===== src/core/tifp_pkg.sv =====
// Constants, register map and filter decoding for the timer input filter and prescaler.
// Assumes a classic Wishbone slave with byte addresses and a 50 MHz peripheral clock.
// Behaviour
// - Channel invert bits 3,7,11,15 pass the pin inverted when set, unchanged when clear.
// - Channel filter fields sit at 2:0, 6:4, 10:8 and 14:12, same coding.
// - Code 000 bypasses; 001, 010, 011 sample every clock with N of 2, 4, 6.
// - Trigger filter field at bits 6:4; 000 bypasses; 001-011 every clock, N 2,4,6.
// - Trigger codes 100,101 sample at clock/4, 110,111 at clock/8, N 4 or 6.
// - In peripheral-clock modes the count tick is the clock divided by prescale plus one.
// - In trigger-count mode the source is divided by exactly prescale; software keeps it nonzero.
// - Channel control register resets to zero: non-inverted and unfiltered.
// - Prescale and trigger filter registers reset to zero: divide by one, no filter.
// - Mode 01 counts trigger-source edges; modes 00, 10, 11 count the peripheral clock.
package tifp_pkg;

  // Byte offsets of the registers.
  localparam logic [7:0] OFF_TRIG_FILTER = 8'h0c;
  localparam logic [7:0] OFF_CHAN_CTRL   = 8'h30;
  localparam logic [7:0] OFF_PRESCALE    = 8'h34;
  localparam logic [7:0] OFF_COUNT_MODE  = 8'h38;
  localparam logic [7:0] OFF_STATUS      = 8'h3c;

  // Field positions.
  localparam int CHAN_STRIDE    = 4;
  localparam int CHAN_CFG_LSB   = 0;
  localparam int CHAN_INV_BIT   = 3;
  localparam int TRIG_CFG_LSB   = 4;
  localparam int PSC_LSB        = 0;
  localparam int MODE_LSB       = 0;

  // Reset values.
  localparam logic [15:0] CHAN_CTRL_RST = 16'h0000;
  localparam logic [15:0] PRESCALE_RST  = 16'h0000;
  localparam logic [2:0]  TRIG_CFG_RST  = 3'h0;
  localparam logic [1:0]  MODE_RST      = 2'h0;

  // Basic mode whose counting clock is the trigger-source signal.
  localparam logic [1:0] MODE_TRIG_COUNT = 2'h1;

  // Filter coding.
  localparam logic [2:0] FLT_BYPASS   = 3'h0;
  localparam logic [2:0] SAMPLES_LOW  = 3'h2;
  localparam logic [2:0] SAMPLES_MID  = 3'h4;
  localparam logic [2:0] SAMPLES_HIGH = 3'h6;
  localparam logic [1:0] DIV4_LAST    = 2'h3;
  localparam logic [2:0] DIV8_LAST    = 3'h7;

  // Sample count N for a filter code.
  function automatic logic [2:0] flt_samples(input logic [2:0] cfg);
    case (cfg)
      3'h1:    flt_samples = SAMPLES_LOW;
      3'h2:    flt_samples = SAMPLES_MID;
      3'h4:    flt_samples = SAMPLES_MID;
      3'h6:    flt_samples = SAMPLES_MID;
      default: flt_samples = SAMPLES_HIGH;
    endcase
  endfunction

  // True on cycles where the code's sampling clock ticks.
  function automatic logic flt_hit(input logic [2:0] cfg, input logic [2:0] div);
    if (!cfg[2]) begin
      flt_hit = 1'b1;
    end else if (!cfg[1]) begin
      flt_hit = (div[1:0] == DIV4_LAST);
    end else begin
      flt_hit = (div == DIV8_LAST);
    end
  endfunction

  // Byte-lane merge of a Wishbone write into a register word.
  function automatic logic [31:0] wb_merge(input logic [31:0] old_v, input logic [31:0] new_v,
                                           input logic [3:0] sel);
    for (int b = 0; b < 4; b++) begin
      wb_merge[b*8 +: 8] = sel[b] ? new_v[b*8 +: 8] : old_v[b*8 +: 8];
    end
  endfunction

endpackage


===== src/core/tifp_glitch_filter.sv =====
// Digital glitch filter for one conditioned input line.
// Assumes the input is synchronous to clk_i and the code comes from a register.
`timescale 1ns/1ps
module tifp_glitch_filter (
  // Clock, reset, enable
  input  wire logic       clk_i,
  input  wire logic       rst_i,
  input  wire logic       ce_i,
  // Line and configuration
  input  wire logic       din_i,
  input  wire logic [2:0] cfg_i,
  output logic            dout_o
);
  import tifp_pkg::*;

  logic [2:0] div_r;
  logic [2:0] div_nxt;
  logic [2:0] cnt_r;
  logic [2:0] cnt_nxt;
  logic       dout_r;
  logic       dout_nxt;
  logic       smp;
  logic       at_last;

  assign smp     = ce_i && flt_hit(cfg_i, div_r);
  assign at_last = smp && (din_i != dout_r) && (3'(cnt_r + 3'h1) >= flt_samples(cfg_i));
  assign dout_o  = dout_r;

  // The divider runs free so a code change never restarts a slow sampling period.
  always_comb begin
    div_nxt  = 3'(div_r + 3'h1);
    cnt_nxt  = cnt_r;
    dout_nxt = dout_r;
    if (cfg_i == FLT_BYPASS) begin
      dout_nxt = din_i;
      cnt_nxt  = 3'h0;
    end else if (smp) begin
      if (din_i == dout_r) begin
        cnt_nxt = 3'h0;
      end else if (at_last) begin
        dout_nxt = din_i;
        cnt_nxt  = 3'h0;
      end else begin
        cnt_nxt = 3'(cnt_r + 3'h1);
      end
    end
  end

  always_ff @(posedge clk_i) begin
    if (rst_i) begin
      div_r  <= 3'h0;
      cnt_r  <= 3'h0;
      dout_r <= 1'b0;
    end else if (ce_i) begin
      div_r  <= div_nxt;
      cnt_r  <= cnt_nxt;
      dout_r <= dout_nxt;
    end
  end
endmodule


===== src/core/tifp_top.sv =====
// Channel polarity, channel and trigger glitch filters, and the count prescaler.
// Assumes a classic Wishbone master and pin inputs synchronous to clk_i.
//
// Decided for this implementation: the Wishbone register port.
`timescale 1ns/1ps
module tifp_top (
  // Clock, reset, enable
  input  wire logic        clk_i,
  input  wire logic        rst_i,
  input  wire logic        ce_i,
  // Wishbone slave
  input  wire logic        wb_cyc_i,
  input  wire logic        wb_stb_i,
  input  wire logic        wb_we_i,
  input  wire logic [7:0]  wb_adr_i,
  input  wire logic [3:0]  wb_sel_i,
  input  wire logic [31:0] wb_dat_i,
  output logic [31:0]      wb_dat_o,
  output logic             wb_ack_o,
  // Input pins and trigger source
  input  wire logic [3:0]  chan_pin_i,
  input  wire logic        external_trigger_input_i,
  input  wire logic        trigger_source_signal_i,
  // Conditioned outputs
  output logic [3:0]       chan_cond_o,
  output logic             trigger_cond_o,
  output logic             divided_count_clock_o
);
  import tifp_pkg::*;

  // Register state.
  logic [15:0] chan_ctrl_r;
  logic [15:0] chan_ctrl_nxt;
  logic [15:0] psc_r;
  logic [15:0] psc_nxt;
  logic [2:0]  trig_cfg_r;
  logic [2:0]  trig_cfg_nxt;
  logic [1:0]  mode_r;
  logic [1:0]  mode_nxt;
  logic        ack_r;
  logic        ack_nxt;
  logic [31:0] dat_r;
  logic [31:0] dat_nxt;

  // Prescaler state.
  logic [15:0] pcnt_r;
  logic [15:0] pcnt_nxt;
  logic        tick_r;
  logic        tick_nxt;
  logic        src_prev_r;
  logic        src_prev_nxt;

  logic        acc;
  logic [3:0]  chan_in;
  logic [3:0]  chan_filt;
  logic        trig_filt;
  logic        pclk_mode;
  logic        src_rise;
  logic        cnt_event;
  logic [15:0] limit;

  assign acc = wb_cyc_i && wb_stb_i && !ack_r;

  function automatic logic hit(input logic [7:0] adr, input logic [7:0] off);
    hit = (adr[7:2] == off[7:2]);
  endfunction

  // Bus slave: the answer is registered, so ack rises one cycle after the request.
  always_comb begin
    chan_ctrl_nxt = chan_ctrl_r;
    psc_nxt       = psc_r;
    trig_cfg_nxt  = trig_cfg_r;
    mode_nxt      = mode_r;
    ack_nxt       = acc;
    dat_nxt       = dat_r;
    if (acc && wb_we_i) begin
      if (hit(wb_adr_i, OFF_CHAN_CTRL)) begin
        chan_ctrl_nxt = 16'(wb_merge({16'h0000, chan_ctrl_r}, wb_dat_i, wb_sel_i));
      end
      if (hit(wb_adr_i, OFF_PRESCALE)) begin
        psc_nxt = 16'(wb_merge({16'h0000, psc_r}, wb_dat_i, wb_sel_i));
      end
      if (hit(wb_adr_i, OFF_TRIG_FILTER) && wb_sel_i[0]) begin
        trig_cfg_nxt = wb_dat_i[TRIG_CFG_LSB +: 3];
      end
      if (hit(wb_adr_i, OFF_COUNT_MODE) && wb_sel_i[0]) begin
        mode_nxt = wb_dat_i[MODE_LSB +: 2];
      end
    end
    if (acc) begin
      // Reserved bits and unmapped words read as zero.
      dat_nxt = 32'h0000_0000;
      if (hit(wb_adr_i, OFF_CHAN_CTRL)) begin
        dat_nxt[15:0] = chan_ctrl_r;
      end
      if (hit(wb_adr_i, OFF_PRESCALE)) begin
        dat_nxt[PSC_LSB +: 16] = psc_r;
      end
      if (hit(wb_adr_i, OFF_TRIG_FILTER)) begin
        dat_nxt[TRIG_CFG_LSB +: 3] = trig_cfg_r;
      end
      if (hit(wb_adr_i, OFF_COUNT_MODE)) begin
        dat_nxt[MODE_LSB +: 2] = mode_r;
      end
      if (hit(wb_adr_i, OFF_STATUS)) begin
        dat_nxt[4:0] = {trigger_cond_o, chan_cond_o};
      end
    end
  end

  always_ff @(posedge clk_i) begin
    if (rst_i) begin
      chan_ctrl_r <= CHAN_CTRL_RST;
      psc_r       <= PRESCALE_RST;
      trig_cfg_r  <= TRIG_CFG_RST;
      mode_r      <= MODE_RST;
      ack_r       <= 1'b0;
      dat_r       <= 32'h0000_0000;
    end else if (ce_i) begin
      chan_ctrl_r <= chan_ctrl_nxt;
      psc_r       <= psc_nxt;
      trig_cfg_r  <= trig_cfg_nxt;
      mode_r      <= mode_nxt;
      ack_r       <= ack_nxt;
      dat_r       <= dat_nxt;
    end
  end

  assign wb_ack_o = ack_r;
  assign wb_dat_o = dat_r;

  // Polarity select ahead of each channel filter.
  for (genvar c = 0; c < 4; c++) begin : g_chan
    assign chan_in[c] = chan_pin_i[c] ^ chan_ctrl_r[c*CHAN_STRIDE + CHAN_INV_BIT];
    tifp_glitch_filter u_filt (
      .clk_i  (clk_i),
      .rst_i  (rst_i),
      .ce_i   (ce_i),
      .din_i  (chan_in[c]),
      .cfg_i  (chan_ctrl_r[c*CHAN_STRIDE + CHAN_CFG_LSB +: 3]),
      .dout_o (chan_filt[c])
    );
  end

  tifp_glitch_filter u_trig_filt (
    .clk_i  (clk_i),
    .rst_i  (rst_i),
    .ce_i   (ce_i),
    .din_i  (external_trigger_input_i),
    .cfg_i  (trig_cfg_r),
    .dout_o (trig_filt)
  );

  assign chan_cond_o    = chan_filt;
  assign trigger_cond_o = trig_filt;

  // Prescaler. A zero prescale in trigger mode divides by one rather than stalling.
  assign pclk_mode = (mode_r != MODE_TRIG_COUNT);
  assign src_rise  = trigger_source_signal_i && !src_prev_r;
  assign cnt_event = pclk_mode || src_rise;
  assign limit     = pclk_mode ? psc_r :
                     ((psc_r == 16'h0000) ? 16'h0000 : 16'(psc_r - 16'h0001));

  always_comb begin
    pcnt_nxt     = pcnt_r;
    tick_nxt     = 1'b0;
    src_prev_nxt = trigger_source_signal_i;
    if (cnt_event) begin
      if (pcnt_r >= limit) begin
        pcnt_nxt = 16'h0000;
        tick_nxt = 1'b1;
      end else begin
        pcnt_nxt = 16'(pcnt_r + 16'h0001);
      end
    end
  end

  always_ff @(posedge clk_i) begin
    if (rst_i) begin
      pcnt_r     <= 16'h0000;
      tick_r     <= 1'b0;
      src_prev_r <= 1'b0;
    end else if (ce_i) begin
      pcnt_r     <= pcnt_nxt;
      tick_r     <= tick_nxt;
      src_prev_r <= src_prev_nxt;
    end
  end

  assign divided_count_clock_o = tick_r;

  for (genvar c = 1; c < 4; c++) begin : g_pol_chk

  end
endmodule


===== config.mk =====
export PLATFORM = sky130hd
export DESIGN_NAME = tifp_top
export DESIGN_NICKNAME = d
export VERILOG_FILES = /design/src/core/tifp_pkg.sv /design/src/core/tifp_glitch_filter.sv /design/src/core/tifp_top.sv
export SDC_FILE = /design/constraint.sdc
export NUM_CORES = 1
export LEC_CHECK = 0
export BUFFER_PORTS_ARGS = -buffer_cell sky130_fd_sc_hd__buf_4
export CAP_MARGIN = 10
export CORE_ASPECT_RATIO = 0.6
export CORE_MARGIN = 10
export CORE_UTILIZATION = 60
export CTS_CLUSTER_DIAMETER = 80
export CTS_CLUSTER_SIZE = 10
export DETAILED_ROUTE_END_ITERATION = 7
export GPL_TIMING_DRIVEN = 0
export PLACE_DENSITY = 0.84
export SYNTH_ARGS = -nofsm -noshare
export SYNTH_HDL_FRONTEND = slang
export SYNTH_SLANG_ARGS = --single-unit

===== constraint.sdc =====
create_clock -name clk_i -period 10.5 [get_ports clk_i]
set_clock_uncertainty 0.05 [all_clocks]
set_input_delay 2.1 -clock clk_i [delete_from_list [all_inputs] [get_ports clk_i]]
set_output_delay 2.1 -clock clk_i [all_outputs]
set_load 0.01 [all_outputs]

==> metrics.log <==
[metrics] depth of the CTS H-tree: 3
[metrics] total length of routed wires: 16700 microns
[metrics] cts bufs inserted: 9
[metrics] number of sinks handled by clock tree synthesis: 107
[metrics] worst-case reg-to-reg path depth: 13
[metrics] run status: finished, final reports clean
[metrics] via count: 5318
[metrics] synthesis warning total: 0
[metrics] share of cells above drive strength 1: 0.156
[metrics] most numerous cell in the Yosys netlist: sky130_fd_sc_hd__dfxtp_1
[metrics] Critical R2R Capture: pcnt_r[12]
[metrics] worst hold stages: 2
[metrics] DRT Pass-1 Iters: 5
[metrics] slew at the pin with the worst max-slew slack: 929 ps
[metrics] Die Area: 0.0145 sq mm
[metrics] leakage power of the design: 2.88 nW
[metrics] class of the most critical hold timing path: register to register
[metrics] source of the critical timing path: psc_r[4]
[metrics] area after detailed placement: 0.00662 sq mm
[metrics] number of hold violations in the final report: 0
[metrics] worst slew margin relative to its limit: 0.380
[metrics] signal arrival time at the worst endpoint: 4450 ps
[metrics] most numerous cell types in the synthesized netlist: 107 x sky130_fd_sc_hd__dfxtp_1, 97 x sky130_fd_sc_hd__nor2_1, 66 x sky130_fd_sc_hd__mux2i_1
[metrics] die height: 97.3 microns
[metrics] achievable frequency: 0.232 GHz
[metrics] most area-consuming cells after synthesis: sky130_fd_sc_hd__dfxtp_1 36%, sky130_fd_sc_hd__mux2i_1 11%, sky130_fd_sc_hd__ha_1 9.0%, sky130_fd_sc_hd__nor2_1 6.1%, sky130_fd_sc_hd__nor3_1 3.9%
[metrics] clock transition time at the flip-flop clock pins of the worst setup and hold paths: 70 ps
[metrics] Worst path slowest cell: sky130_fd_sc_hd__or4_1
[metrics] final worst path period share: 0.410
[metrics] number of cells produced by synthesis: 668
[metrics] final antenna diode count: 0
[metrics] total of buffers placed on input and output ports: 56
[metrics] number of violations reported at the end of detailed-routing iteration 0: 528
[metrics] buffers and inverters on the worst path: 2
[metrics] worst min-delay path endpoint: g_chan[0].u_filt.cnt_r[2]
[metrics] leading area contributor after synthesis: sky130_fd_sc_hd__dfxtp_1
[metrics] final design area excluding fillers: 0.00690 sq mm
[metrics] startpoint kind of the worst setup timing path: register
[metrics] area of the core: 0.00977 sq mm
[metrics] Post-synth ARST share: 0
[metrics] unrepaired setup endpoints after global routing: no
[metrics] starting density of the core: 0.611
[metrics] post_cts resized: 0
[metrics] num ports: 95
[metrics] series of cell instances along the critical path: clkbuf_1, or4_1, nor4_1, nand3_1, xnor2_1, nand2_1, ha_1, nand4_1, nor3_1, or4b_1, a31oi_2, buf_4, nor3_1
[metrics] wire length of the first global-routing pass: 26700 microns
[metrics] CTS root buffer: sky130_fd_sc_hd__clkbuf_16
[metrics] average cell area after synthesis: 8.95 sq um
[metrics] gr ovfl total: 0
[metrics] worst reg2reg setup slack: 6190 ps
[metrics] most numerous cell on the critical path: sky130_fd_sc_hd__nor3_1
[metrics] final sum of negative setup slack: 0 ps
[metrics] placed wire-length estimate: 12800 microns
[metrics] flip-flop cell with the highest count after synthesis: sky130_fd_sc_hd__dfxtp_1
[metrics] share of the core filled with cells in the final layout: 0.705
[metrics] Final #Nets: 849
[metrics] clock tree from TritonCTS: yes
[metrics] Syn-to-layout area delta: 15.4%
[metrics] start-to-end type of the worst setup path: register to register
[metrics] synthesized cell area: 0.00598 sq mm
[metrics] cell family with the largest share of critical-path delay: simple AND/OR/NAND/NOR gates
[metrics] via count of the first global-routing pass: 5181
[metrics] postcts setup bufs: 0
[metrics] routed length per placed instance: 18.7 microns
[metrics] number of max-capacitance violations reported: 0
[metrics] initial antenna violation count: 0
[metrics] standard-cell row count: 28
[metrics] portion of synthesized cell area occupied by the leading cell type: 0.358
[metrics] critical-path maximum fanout: 10
[metrics] endpoint class of the critical path: register
[metrics] clock latency on the worst-skew pair: 360 ps
[metrics] Final Max Slew Viols: 0
[metrics] Antenna Violating Nets Remaining: 0
[metrics] pin count of the biggest net entering global routing: 17
[metrics] data required time of the worst path: 10640 ps
[metrics] count of endpoints failing setup in the final report: 0
[metrics] highest cell delay on the worst timing path: 640 ps
[metrics] x dimension of the die: 149 microns
[metrics] CTS max path bufs: 2
[metrics] maximum vdd ir drop: 0.0880 mV
[metrics] power per standard cell area: 119 mW/mm^2
[metrics] GRT Total Usage: 0.227
[metrics] number of hold-repair buffers added at the cts stage: 0
[metrics] proportion of synthesized chip area in sequential cells: 0.358
[metrics] final weighted congestion in routability-driven placement: 0.902
[metrics] post-synth cell types: 57
[metrics] Hold Startpoint: g_chan[0].u_filt.cnt_r[2]
[metrics] via-per-instance ratio: 5.98
[metrics] origin of the critical flop-to-flop path: psc_r[4]
[metrics] DR DRC count: 0
[metrics] Yosys reg bits: 107
[metrics] clock period minus final worst setup slack: 4310 ps
[metrics] Post-synth EDFFs: 0
cells in the final DEF (no fill, tap or decap), types with 21 or more instances in the layout:
cell type,synthesis,final
sky130_fd_sc_hd__mux2i_1,66,66
sky130_fd_sc_hd__clkbuf_1,19,21
sky130_fd_sc_hd__nor2_1,97,97
sky130_fd_sc_hd__buf_4,22,78
sky130_fd_sc_hd__nor3_1,46,46
sky130_fd_sc_hd__nand2_1,34,34
sky130_fd_sc_hd__xnor2_1,25,25
sky130_fd_sc_hd__ha_1,43,43
sky130_fd_sc_hd__a21oi_1,24,24
sky130_fd_sc_hd__dfxtp_1,107,107
per-stage QoR:
step / total power, W / instances / hold WS [ps] / setup WS (ps)
CTS: 0.000819 / 890 / 422 / 6290
global route: 0.000845 / 890 / 453 / 6000
detailed placement: 0.000506 / 874 / 413 / 6310
global placement: 0.000503 / 874 / 393 / 6360
finish: 0.000819 / 890 / 427 / 6190
floorplan: 0.000473 / 683 / 379 / 6860
how the worst max path moves through the flow:
stage / slack, ps / cells past startpoint / to
3_3_place_gp: 6360 / 13 / pcnt_r[13]
4_1_cts: 6290 / 13 / pcnt_r[12]
5_1_grt: 6000 / 13 / pcnt_r[12]
6_report: 6190 / 13 / pcnt_r[12]
2_1_floorplan: 6860 / 7 / chan_ctrl_r[0]
3_5_place_dp: 6310 / 13 / pcnt_r[12]
state kept, by name, indices dropped and copies added (netlist names):
signal and count:
chan_ctrl_r 16, divided_count_clock_o 1, g_chan.u_filt.cnt_r 12, g_chan.u_filt.div_r 12, g_chan.u_filt.dout_o 4, mode_r 2, pcnt_r 16, psc_r 16
src_prev_r 1, trig_cfg_r 3, u_trig_filt.cnt_r 3, u_trig_filt.div_r 3, u_trig_filt.dout_o 1, wb_ack_o 1, wb_dat_o 16
tightest hold or removal path, cell delays in order (launching register included):
cell,delay [ps]
sky130_fd_sc_hd__dfxtp_1,320
sky130_fd_sc_hd__nand2_1,50
sky130_fd_sc_hd__a21oi_1,60
final cells by class:
cell class	count	area, sq um
clock buffers	12	246
fillers	784	2880
well taps	135	169
plain buffers	50	278
inverters	12	45.0
repair buffers	56	420
clock inverters	4	26.3
flip-flops and latches	107	2140
multi-input cells	514	3570
metal layers:
metal / GRT usage / share of wire
met2: 0.328 / 0.42
met5: 0 / 0
met4: 0.0654 / 0.015
met3: 0.0926 / 0.12
met1: 0.303 / 0.44
cell families after synthesis:
family | synth area share
xor gates and xnor gates | 0.0540
buffers and inverters | 0.0540
adders and majority gates | 0.0900
and+or+nand+nor | 0.217
muxes | 0.119
other | 0.000627
AOI/OAI and AO/OA | 0.107
DFF | 0.358
power by group:
| group | total (W) | leakage, nW | internal (W) | switching [W] |
|---|---|---|---|---|
| Clock | 0.000320 | 0.133 | 0.000167 | 0.000153 |
| Sequential | 0.000420 | 0.867 | 0.000414 | 0.00000616 |
| Combinational | 0.0000790 | 1.88 | 0.0000348 | 0.0000442 |
Power figures use the tool's default switching activity.
